--- config.mk ---
export PLATFORM = sky130hd
export DESIGN_NAME = fpm_regs
export DESIGN_NICKNAME = d
export VERILOG_FILES = /design/src/hdl/fpm_pkg.sv /design/src/hdl/fpm_byte_count.sv /design/src/hdl/fpm_regs.sv
export SDC_FILE = /design/constraint.sdc
export NUM_CORES = 1
export LEC_CHECK = 0
export ABC_AREA = 1
export BUFFER_PORTS_ARGS = -buffer_cell sky130_fd_sc_hd__buf_2
export CAP_MARGIN = 5
export CORE_MARGIN = 2
export CORE_UTILIZATION = 51
export DETAILED_ROUTE_END_ITERATION = 16
export PLACE_DENSITY = 0.82
export SETUP_SLACK_MARGIN = 0.3
export SLEW_MARGIN = 10
export SYNTH_ARGS = -nofsm -noshare
export SYNTH_HDL_FRONTEND = slang
export SYNTH_SLANG_ARGS = --single-unit
export TNS_END_PERCENT = 5
--- constraint.sdc ---
create_clock -name clk_sys -period 3.2 [get_ports clk_sys]
set_input_delay 0.48 -clock clk_sys [delete_from_list [all_inputs] [get_ports clk_sys]]
set_output_delay 0.48 -clock clk_sys [all_outputs]
set_load 0.005 [all_outputs]
--- src/hdl/fpm_pkg.sv ---
/*
 * Constants for the FIFO level and power management register group.
 * Assumes a 12-bit APB byte address and 32-bit data.
 */
package fpm_pkg;

	// --------------------------------------------------------------
	// Register byte addresses
	// --------------------------------------------------------------
	localparam logic [11:0] FPM_RX_FILL_ADDR = 12'h018;
	localparam logic [11:0] FPM_TX_ROOM_ADDR = 12'h01c;
	localparam logic [11:0] FPM_PMT_ADDR     = 12'h020;
	localparam logic [11:0] FPM_IRQ_STS_ADDR = 12'h040;
	localparam logic [11:0] FPM_IRQ_CLR_ADDR = 12'h044;
	localparam logic [11:0] FPM_IRQ_EN_ADDR  = 12'h048;

	// --------------------------------------------------------------
	// Power management control field positions
	// --------------------------------------------------------------
	localparam int FPM_CLR_FLAGS_BIT = 9;
	localparam int FPM_CLR_EN_BIT    = 8;
	localparam int FPM_READY_BIT     = 7;
	localparam int FPM_SUSP_LSB      = 5;
	localparam int FPM_WOL_EN_BIT    = 3;
	localparam int FPM_ED_EN_BIT     = 2;
	localparam int FPM_CAUSE_LSB     = 0;

	// --------------------------------------------------------------
	// Values after reset
	// --------------------------------------------------------------
	localparam logic [15:0] FPM_RX_FILL_RST   = 16'h0000;
	localparam logic [15:0] FPM_TX_ROOM_RST   = 16'h2000;
	localparam logic        FPM_CLR_FLAGS_RST = 1'b0;
	localparam logic        FPM_CLR_EN_RST    = 1'b1;
	localparam logic [1:0]  FPM_SUSP_RST      = 2'b10;

	// --------------------------------------------------------------
	// Interrupt status layout
	// --------------------------------------------------------------
	localparam int FPM_IRQ_W      = 3;
	localparam int FPM_IRQ_WAKE   = 0;
	localparam int FPM_IRQ_READY  = 1;
	localparam int FPM_IRQ_RESUME = 2;

	typedef enum logic [1:0] {
		FPM_SLEEP_ZERO,
		FPM_SLEEP_ONE,
		FPM_SLEEP_TWO,
		FPM_SLEEP_THREE
	} fpm_sleep_t;

endpackage : fpm_pkg

--- src/hdl/fpm_byte_count.sv ---
/*
 * Saturating byte counter for a FIFO level.
 * Assumes add and subtract amounts are synchronous to clk_sys.
 */
`timescale 1ns/1ps
module fpm_byte_count
	import fpm_pkg::*;
#(
	parameter logic [15:0] RST_VAL  = 16'h0000,
	parameter logic        ROUND_UP = 1'b0
)(
	input  wire logic        clk_sys,
	input  wire logic        resetn,
	input  wire logic        addEn,
	input  wire logic [15:0] addBytes,
	input  wire logic        subEn,
	input  wire logic [15:0] subBytes,
	output logic      [15:0] count
);

	logic [15:0] count_r;
	logic [15:0] count_nxt;
	logic [16:0] addAmt;
	logic [17:0] sum;

	always_comb begin
		// Partial last word still takes a whole word of FIFO
		if (ROUND_UP && (addBytes[1:0] != 2'h0))
			addAmt = {1'b0, addBytes[15:2], 2'h0} + 17'h00004;
		else
			addAmt = {1'b0, addBytes};
		sum = {2'h0, count_r} + (addEn ? {1'b0, addAmt} : 18'h00000) - (subEn ? {2'h0, subBytes} : 18'h00000);
		// Clamp rather than wrap, so a bad event cannot fake a huge level
		if (sum[17])
			count_nxt = 16'h0000;
		else if (sum[16])
			count_nxt = 16'hffff;
		else
			count_nxt = sum[15:0];
	end

	always_ff @(posedge clk_sys or negedge resetn) begin
		if (!resetn)
			count_r <= RST_VAL;
		else
			count_r <= count_nxt;
	end

	assign count = count_r;

endmodule : fpm_byte_count

--- src/hdl/fpm_regs.sv ---
/*
 * FIFO level and power management registers behind an APB slave.
 * Assumes all event inputs are one-cycle pulses synchronous to clk_sys,
 * and that the wake status flags and other wake enables live elsewhere.
 */
`timescale 1ns/1ps
module fpm_regs
	import fpm_pkg::*;
(
	input  wire logic        clk_sys,
	input  wire logic        resetn,
	input  wire logic [11:0] paddr,
	input  wire logic        psel,
	input  wire logic        penable,
	input  wire logic        pwrite,
	input  wire logic [31:0] pwdata,
	input  wire logic [3:0]  pstrb,
	output logic      [31:0] prdata,
	output logic             pready,
	output logic             pslverr,
	input  wire logic        rxFrameDone,
	input  wire logic [15:0] rxFrameLen,
	input  wire logic        rxDrainDone,
	input  wire logic [15:0] rxDrainBytes,
	input  wire logic        txLoadDone,
	input  wire logic [15:0] txLoadBytes,
	input  wire logic        txSendDone,
	input  wire logic [15:0] txSendBytes,
	input  wire logic        resumeDone,
	input  wire logic        resumeRemote,
	input  wire logic [1:0]  wakeCauseSet,
	input  wire logic        normalState,
	input  wire logic        configDone,
	input  wire logic        phyClockOk,
	input  wire logic        watchdogExpired,
	input  wire logic        deconfigure,
	output logic             wakeFlagsClear,
	output logic             wolWakeOn,
	output logic             energyWakeOn,
	output logic      [3:0]  sleepVariant,
	output logic             irq
);

	// ------------------------------------------------------------------
	// FIFO level counters
	// ------------------------------------------------------------------
	logic [15:0] rxFill;
	logic [15:0] txRoom;

	fpm_byte_count #(
		.RST_VAL  (FPM_RX_FILL_RST),
		.ROUND_UP (1'b1)
	) u_rx_fill (
		.clk_sys  (clk_sys),
		.resetn   (resetn),
		.addEn    (rxFrameDone),
		.addBytes (rxFrameLen),
		.subEn    (rxDrainDone),
		.subBytes (rxDrainBytes),
		.count    (rxFill)
	);

	// Room grows as bytes leave and shrinks as the host loads them
	fpm_byte_count #(
		.RST_VAL  (FPM_TX_ROOM_RST),
		.ROUND_UP (1'b0)
	) u_tx_room (
		.clk_sys  (clk_sys),
		.resetn   (resetn),
		.addEn    (txSendDone),
		.addBytes (txSendBytes),
		.subEn    (txLoadDone),
		.subBytes (txLoadBytes),
		.count    (txRoom)
	);

	// ------------------------------------------------------------------
	// APB decode
	// ------------------------------------------------------------------
	logic apbSetup;
	logic apbWr;
	logic addrHit;
	logic pmtWr;

	always_comb begin
		addrHit = (paddr == FPM_RX_FILL_ADDR) || (paddr == FPM_TX_ROOM_ADDR) ||
		          (paddr == FPM_PMT_ADDR) || (paddr == FPM_IRQ_STS_ADDR) ||
		          (paddr == FPM_IRQ_CLR_ADDR) || (paddr == FPM_IRQ_EN_ADDR);
	end

	assign apbSetup = psel && !penable;
	assign apbWr    = psel && penable && pwrite && addrHit;
	assign pmtWr    = apbWr && (paddr == FPM_PMT_ADDR);
	// Zero wait states: read data is captured in the setup cycle
	assign pready   = psel && penable;
	assign pslverr  = psel && penable && !addrHit;

	// ------------------------------------------------------------------
	// Power management control state
	// ------------------------------------------------------------------
	logic       clrFlags_r;
	logic       clrFlags_nxt;
	logic       clrEn_r;
	logic       clrEn_nxt;
	logic       ready_r;
	logic       ready_nxt;
	logic [1:0] suspendMode_r;
	logic [1:0] suspendMode_nxt;
	logic       wolEn_r;
	logic       wolEn_nxt;
	logic       edEn_r;
	logic       edEn_nxt;
	logic [1:0] wakeCause_r;
	logic [1:0] wakeCause_nxt;
	logic       flagsClr_r;
	logic       flagsClr_nxt;
	logic [3:0] variant_r;
	logic [3:0] variant_nxt;
	logic       resumeClrFlags;
	logic       resumeClrEn;

	always_comb begin
		clrFlags_nxt    = clrFlags_r;
		clrEn_nxt       = clrEn_r;
		suspendMode_nxt = suspendMode_r;
		wolEn_nxt       = wolEn_r;
		edEn_nxt        = edEn_r;
		wakeCause_nxt   = wakeCause_r;
		resumeClrFlags  = resumeDone && clrFlags_r;
		// Host-started resumes never touch the enables
		resumeClrEn     = resumeDone && resumeRemote && clrEn_r;
		// Only the energy-detect and link-wake enables are held here
		if (resumeClrEn) begin
			wolEn_nxt = 1'b0;
			edEn_nxt  = 1'b0;
		end
		if (resumeClrFlags)
			wakeCause_nxt[1] = 1'b0;
		if (pmtWr && pstrb[1]) begin
			clrFlags_nxt = pwdata[FPM_CLR_FLAGS_BIT];
			clrEn_nxt    = pwdata[FPM_CLR_EN_BIT];
		end
		if (pmtWr && pstrb[0]) begin
			suspendMode_nxt = pwdata[FPM_SUSP_LSB +: 2];
			wolEn_nxt       = pwdata[FPM_WOL_EN_BIT];
			edEn_nxt        = pwdata[FPM_ED_EN_BIT];
			wakeCause_nxt   = wakeCause_nxt & ~pwdata[FPM_CAUSE_LSB +: 2];
		end
		// A new cause wins over a clear in the same cycle
		wakeCause_nxt = wakeCause_nxt | wakeCauseSet;
		if (deconfigure)
			suspendMode_nxt = FPM_SUSP_RST;
		// Without PHY clocks only the watchdog completes the reset
		ready_nxt    = normalState && configDone && (phyClockOk || watchdogExpired);
		flagsClr_nxt = resumeClrFlags;
		variant_nxt  = 4'h0;
		unique case (fpm_sleep_t'(suspendMode_nxt))
			FPM_SLEEP_ZERO:  variant_nxt[0] = 1'b1;
			FPM_SLEEP_ONE:   variant_nxt[1] = 1'b1;
			FPM_SLEEP_TWO:   variant_nxt[2] = 1'b1;
			FPM_SLEEP_THREE: variant_nxt[3] = 1'b1;
		endcase
	end

	always_ff @(posedge clk_sys or negedge resetn) begin
		if (!resetn) begin
			clrFlags_r    <= FPM_CLR_FLAGS_RST;
			clrEn_r       <= FPM_CLR_EN_RST;
			ready_r       <= 1'b0;
			suspendMode_r <= FPM_SUSP_RST;
			wolEn_r       <= 1'b0;
			edEn_r        <= 1'b0;
			wakeCause_r   <= 2'h0;
			flagsClr_r    <= 1'b0;
			variant_r     <= 4'h4;
		end else begin
			clrFlags_r    <= clrFlags_nxt;
			clrEn_r       <= clrEn_nxt;
			ready_r       <= ready_nxt;
			suspendMode_r <= suspendMode_nxt;
			wolEn_r       <= wolEn_nxt;
			edEn_r        <= edEn_nxt;
			wakeCause_r   <= wakeCause_nxt;
			flagsClr_r    <= flagsClr_nxt;
			variant_r     <= variant_nxt;
		end
	end

	assign wakeFlagsClear = flagsClr_r;
	assign wolWakeOn      = wolEn_r;
	assign energyWakeOn   = edEn_r;
	assign sleepVariant   = variant_r;

	// ------------------------------------------------------------------
	// Interrupts
	// ------------------------------------------------------------------
	logic [FPM_IRQ_W-1:0] irqSts_r;
	logic [FPM_IRQ_W-1:0] irqSts_nxt;
	logic [FPM_IRQ_W-1:0] irqEn_r;
	logic [FPM_IRQ_W-1:0] irqEn_nxt;
	logic [FPM_IRQ_W-1:0] irqEvt;
	logic                 irq_r;
	logic                 irq_nxt;

	always_comb begin
		irqEvt                 = '0;
		irqEvt[FPM_IRQ_WAKE]   = |wakeCauseSet;
		irqEvt[FPM_IRQ_READY]  = ready_nxt && !ready_r;
		irqEvt[FPM_IRQ_RESUME] = resumeDone;
		irqSts_nxt             = irqSts_r;
		irqEn_nxt              = irqEn_r;
		if (apbWr && pstrb[0] && (paddr == FPM_IRQ_CLR_ADDR))
			irqSts_nxt = irqSts_nxt & ~pwdata[FPM_IRQ_W-1:0];
		if (apbWr && pstrb[0] && (paddr == FPM_IRQ_EN_ADDR))
			irqEn_nxt = pwdata[FPM_IRQ_W-1:0];
		// Set wins over a clear in the same cycle
		irqSts_nxt = irqSts_nxt | irqEvt;
		irq_nxt    = |(irqSts_nxt & irqEn_nxt);
	end

	always_ff @(posedge clk_sys or negedge resetn) begin
		if (!resetn) begin
			irqSts_r <= '0;
			irqEn_r  <= '0;
			irq_r    <= 1'b0;
		end else begin
			irqSts_r <= irqSts_nxt;
			irqEn_r  <= irqEn_nxt;
			irq_r    <= irq_nxt;
		end
	end

	assign irq = irq_r;

	// ------------------------------------------------------------------
	// Read data
	// ------------------------------------------------------------------
	logic [31:0] rdata_r;
	logic [31:0] rdata_nxt;

	always_comb begin
		rdata_nxt = rdata_r;
		if (apbSetup) begin
			rdata_nxt = 32'h00000000;
			unique case (paddr)
				FPM_RX_FILL_ADDR: rdata_nxt[15:0] = rxFill;
				FPM_TX_ROOM_ADDR: rdata_nxt[15:0] = txRoom;
				FPM_PMT_ADDR: begin
					rdata_nxt[FPM_CLR_FLAGS_BIT]    = clrFlags_r;
					rdata_nxt[FPM_CLR_EN_BIT]       = clrEn_r;
					rdata_nxt[FPM_READY_BIT]        = ready_r;
					rdata_nxt[FPM_SUSP_LSB +: 2]    = suspendMode_r;
					rdata_nxt[FPM_WOL_EN_BIT]       = wolEn_r;
					rdata_nxt[FPM_ED_EN_BIT]        = edEn_r;
					rdata_nxt[FPM_CAUSE_LSB +: 2]   = wakeCause_r;
				end
				FPM_IRQ_STS_ADDR: rdata_nxt[FPM_IRQ_W-1:0] = irqSts_r;
				FPM_IRQ_EN_ADDR:  rdata_nxt[FPM_IRQ_W-1:0] = irqEn_r;
				default:          rdata_nxt = 32'h00000000;
			endcase
		end
	end

	always_ff @(posedge clk_sys or negedge resetn) begin
		if (!resetn)
			rdata_r <= 32'h00000000;
		else
			rdata_r <= rdata_nxt;
	end

	assign prdata = rdata_r;

	// ------------------------------------------------------------------
	// Assertions
	// ------------------------------------------------------------------
	logic [15:0] lenRounded;

	always_comb begin
		lenRounded = (rxFrameLen[1:0] != 2'h0) ? ({rxFrameLen[15:2], 2'h0} + 16'h0004) : rxFrameLen;
	end
endmodule : fpm_regs

==> results by group <==
Outcome
  – Outcome: finished with violations
  – Violated checks: setup timing

Die
  – Die Span X: roughly 120 um
  – Boundary Pins: approximately 170
  – Number of core rows: 41
  – Die outline area: 13,500 um2
  – Core footprint: between 10,000 and 15,000 um2
  – Die H: approximately 120 um
  – Initial core utilization: just over 50%

Clock network
  – Clock sink total: ~70
  – Cell at the root of the clock tree: clkbuf_16
  – Maximum number of buffers from clock root to sink: 2
  – Number of buffers created by CTS: 9
  – Reg clk slew, reported paths: about 60 ps
  – Post-CTS setup buffers: 0
  – Clock latency of the later-clocked register in the worst-skew pair: around 330 ps
  – TritonCTS clock tree: done
  – Level count of the clock H-tree: 3

Drt
  – Number of vias in the routed layout: about 6,200
  – DRC violation count after routing: 0
  – Detail-routed net length per standard cell: about 13 um
  – Count of antenna-violating nets left after detailed routing: 0
  – Detailed-route wire length: between 15 and 20 mm
  – Number of design-rule violations left by the first detailed-router iteration: roughly 460
  – Drt first pass iters: 4
  – Via/cell ratio: 4.91

Critical path
  – Startpoint of the most critical register-to-register path: u_tx_room.count[0]
  – Path depth of the worst reg2reg path: 15
  – Arr. time, crit path: 3680 ps
  – Critical path cell sequence: buf_2, ha_1, inv_1, nor3_4, nand4_2, nor2_2, nand2_2, o21ai_0, nand3_1, fa_1, inv_1, ha_1, a21oi_1, o21ai_0, a21oi_1, o211ai_2, xor2_2, buf_12, nor2_1
  – Endpoint of the most critical register-to-register path: u_tx_room.count[8]
  – Critical Path Sink Type: flip-flop
  – Worst path required time: about 3400 ps
  – Number of logic stages on the critical path including buffering: 19
  – Worst Setup EP: u_rx_fill.count[2]
  – Type of the worst setup path: input pin to flip-flop
  – CP max-delay cell: fa_1
  – Worst setup SP type: input pin
  – Launch point of the worst path: rxFrameLen[2]
  – Highest fanout seen on the critical path: 16
  – Worst-case register-to-register setup slack: approximately 430 ps
  – CP delay by family, top: adder cells
  – Largest incremental delay on the critical path: 500 ps
  – Buf/Inv on CP: 4

Layout
  – Ant diodes: 0
  – Final net count: 1,289
  – Area growth from synthesis to layout: 24.6%
  – Fill cell total of the finished layout: 1,126
  – Proportion of layout cells with a drive suffix above 1: between 20% and 30%
  – Cell area after layout: about 8000 um2

Place
  – Worst setup slack before clock tree synthesis: -642 ps
  – Final weighted congestion of routability-driven global placement: slightly above 0.9
  – Final HPWL from detailed placement: ~14 mm
  – Placed instance area: between 7000 and 8000 um2
  – Count of buffers from port buffering: about 130

Yosys
  – Yosys warning count: 0
  – Number of standard cells after synthesis: 910
  – Synth Cell Area: 6440 um2
  – Cell with the most instances after synthesis: nand2_1
  – Sequential share of the synthesized area: 26.9%
  – Top-area cell type share of the netlist area: about a quarter
  – Post-synth EDFFs: 0
  – Post-synth ARST share: 100%
  – Total of flip-flops plus latches after synthesis: ~70
  – Predominant post-synthesis flop cell: dfrtp_1
  – Top area cells in the synthesized netlist: dfrtp_1, nand2_1, inv_1
  – Mean Syn Cell Area: roughly 7.1 um2
  – Most frequent cells after synthesis: nand2_1, inv_1, nor2_1
  – Cell taking the most area after synthesis: dfrtp_1
  – Number of distinct library cell variants in the gate-level netlist after synthesis: 49

Global route
  – Vias in the first global route: 5,903
  – Met1 track utilization from global routing: about a third
  – Global-route wire length before repair: ~27 mm
  – Met3 track demand over resource in global routing: ~4.0%
  – Total Routing Usage GR: roughly 26%
  – Initial antenna violation count: 0
  – Layer with the highest usage: met2
  – Aggregate global routing overflow: 0
  – Pin count of the biggest net entering global routing: 32
  – Routing usage on met2: 45.0%

Timing
  – Hold Violations, Final: 0
  – Worst Setup Slack, final: -262 ps
  – Count of final max-slew check failures: 0
  – Setup repair after global routing missed its margin: true
  – Fin Clk Skew: between 6 and 7 ps
  – Maximum clock rate: between 200 and 300 MHz
  – Worst Max-Slew Pin Slew: 693 ps
  – Ratio of final minimum period to clock period: 108%
  – Max-Slew Margin vs Limit: approximately 54%
  – Post-layout minimum cycle time: around 3500 ps
  – Total Negative Setup Slacks: -3900 ps
  – Setup violators final: 16

Power and ir drop
  – Cell leakage power: between 0.004 and 0.005 uW
  – Share of total power consumed by net switching: between 40 and 50%
  – Clock network power share: about 12%
  – Tot Pwr: 8120 uW
  – Combinational fraction of design power: about 73%
  – Relative contribution of sequential cells to total power: 15.2%
  – Worst supply voltage drop on vdd: around 0.50 mV
  – Net switching power of the design: a little under 4000 uW
  – Total power density per cell area: between 1000 and 1500 nW/um2
  – Int Pwr: approximately 4200 uW

Job
  – Max-Cap Viols: 0

Hold path
  – Hold WC Path Type: input pin to async pin
[power by group through the flow]
stage          Combinational (uW)  Clock (uW)  Sequential [uW]
6_report                     5890        1000             1230
5_1_grt                      6580        1050             1250
4_1_cts                      5720        1000             1230
3_5_place_dp                 5610           0             1240
3_3_place_gp                 5490           0             1240
2_1_floorplan                3900           0             1210
[registers in the layout, indices dropped and copies added, names as in the netlist]
name and count:
wakeCause_r 2, clrEn_r 1, energyWakeOn 1, sleepVariant 4
clrFlags_r 1, suspendMode_r 2, wolWakeOn 1, irq 1
prdata 16, irqEn_r 3, u_tx_room.count 16, ready_r 1
u_rx_fill.count 16, wakeFlagsClear 1, irqSts_r 3
[worst min-delay path by stage]
stage                     startpoint         endpoint  slack [ps]  depth (start not counted)
after floorplan               resetn       clrFlags_r         180                          0
after global placement     prdata[5]        prdata[5]         460                          2
final                         resetn       irqEn_r[0]         190                          1
after CTS                     resetn              irq         200                          1
after global routing          resetn  sleepVariant[3]         230                          1
after detailed placement   prdata[5]        prdata[5]         480                          2
[cells by family after synthesis]
group	synth area share [%]
simple gates	26.2
buf+inv	14.8
compound gates	11.8
flops	26.9
fa+ha+maj	16.9
other cells	0.117
xor+xnor	3.25
[worst reg2reg max path, cell delays in order, from the launching register on]
cell and delay, ps:
dfrtp_1 350, inv_1 110, ha_1 240, inv_1 60, ha_1 190, inv_1 90, fa_2 360, nand3b_1 180
a21oi_1 150, nor2_1 80, o21ai_2 210, nand3_2 120, nand3_1 150, nand2_4 140, o21ai_2 160, inv_1 60
[final cells by class]
cell class / count / area, um2 / area share, %
timing repair buffer: 184 / 1100 / 13.7
multi-input combinational: 624 / 3910 / 48.7
clock buffer: 10 / 239 / 2.98
inverter: 203 / 762 / 9.50
tap: 172 / 215 / 2.68
clock inverter: 6 / 61.3 / 0.764
sequential: 69 / 1730 / 21.6
[layer usage]
metal / part of all wire (%) / routed length [um] / vias up
li1: - / - / 3144
met1: 44 / 7470 / 2844
met2: 49 / 8290 / 207
met3: 6.1 / 1040 / 29
met4: 1.7 / 297 / 0
met5: 0 / 0 / -
[stage by stage]
| step | instances | hold WS (ps) | util [%] |
|---|---|---|---|
| 2_1_floorplan | 926 | 184 | - |
| 6_report | 1268 | 192 | 64.3 |
| 3_5_place_dp | 1252 | 478 | 61.3 |
| 3_3_place_gp | 1252 | 462 | 61.3 |
| 4_1_cts | 1268 | 201 | 63.9 |
| 5_1_grt | 1268 | 229 | 64.3 |
[placed cells by master, fill, tap and decap left out, types with 2 or more instances in the layout]
cell and count:
clkbuf_16 9, nand3_2 7, clkinv_2 3, nor3_1 6, dfrtp_1 65, ha_1 34
nand4_1 8, nand2_2 4, clkinv_1 2, nand3b_1 4, fa_1 31, nor3_4 3
conb_1 18, inv_1 192, a21oi_2 4, nand3_1 35, o21ai_2 5, o21ai_0 38
o22ai_1 9, nand2_4 2, nor2_1 77, buf_12 3, nor2_4 2, nand2_1 202
buf_4 52, inv_2 9, o21ai_1 15, dfstp_2 4, xor2_1 15, xnor2_1 7
buf_2 128, ha_4 2, a21oi_1 46, o21bai_1 3, nor2_2 23, a31oi_1 3
a21o_1 3
[what timing repair did]
action | 4_1_cts | 5_1_grt
gates resized for setup | 4 | 22
endpoints found under the setup margin | 16 | 32
hold buffers | 0 | 0
pin swaps | 0 | 5
cloned | 0 | 0
Power figures use the tool's default switching activity.
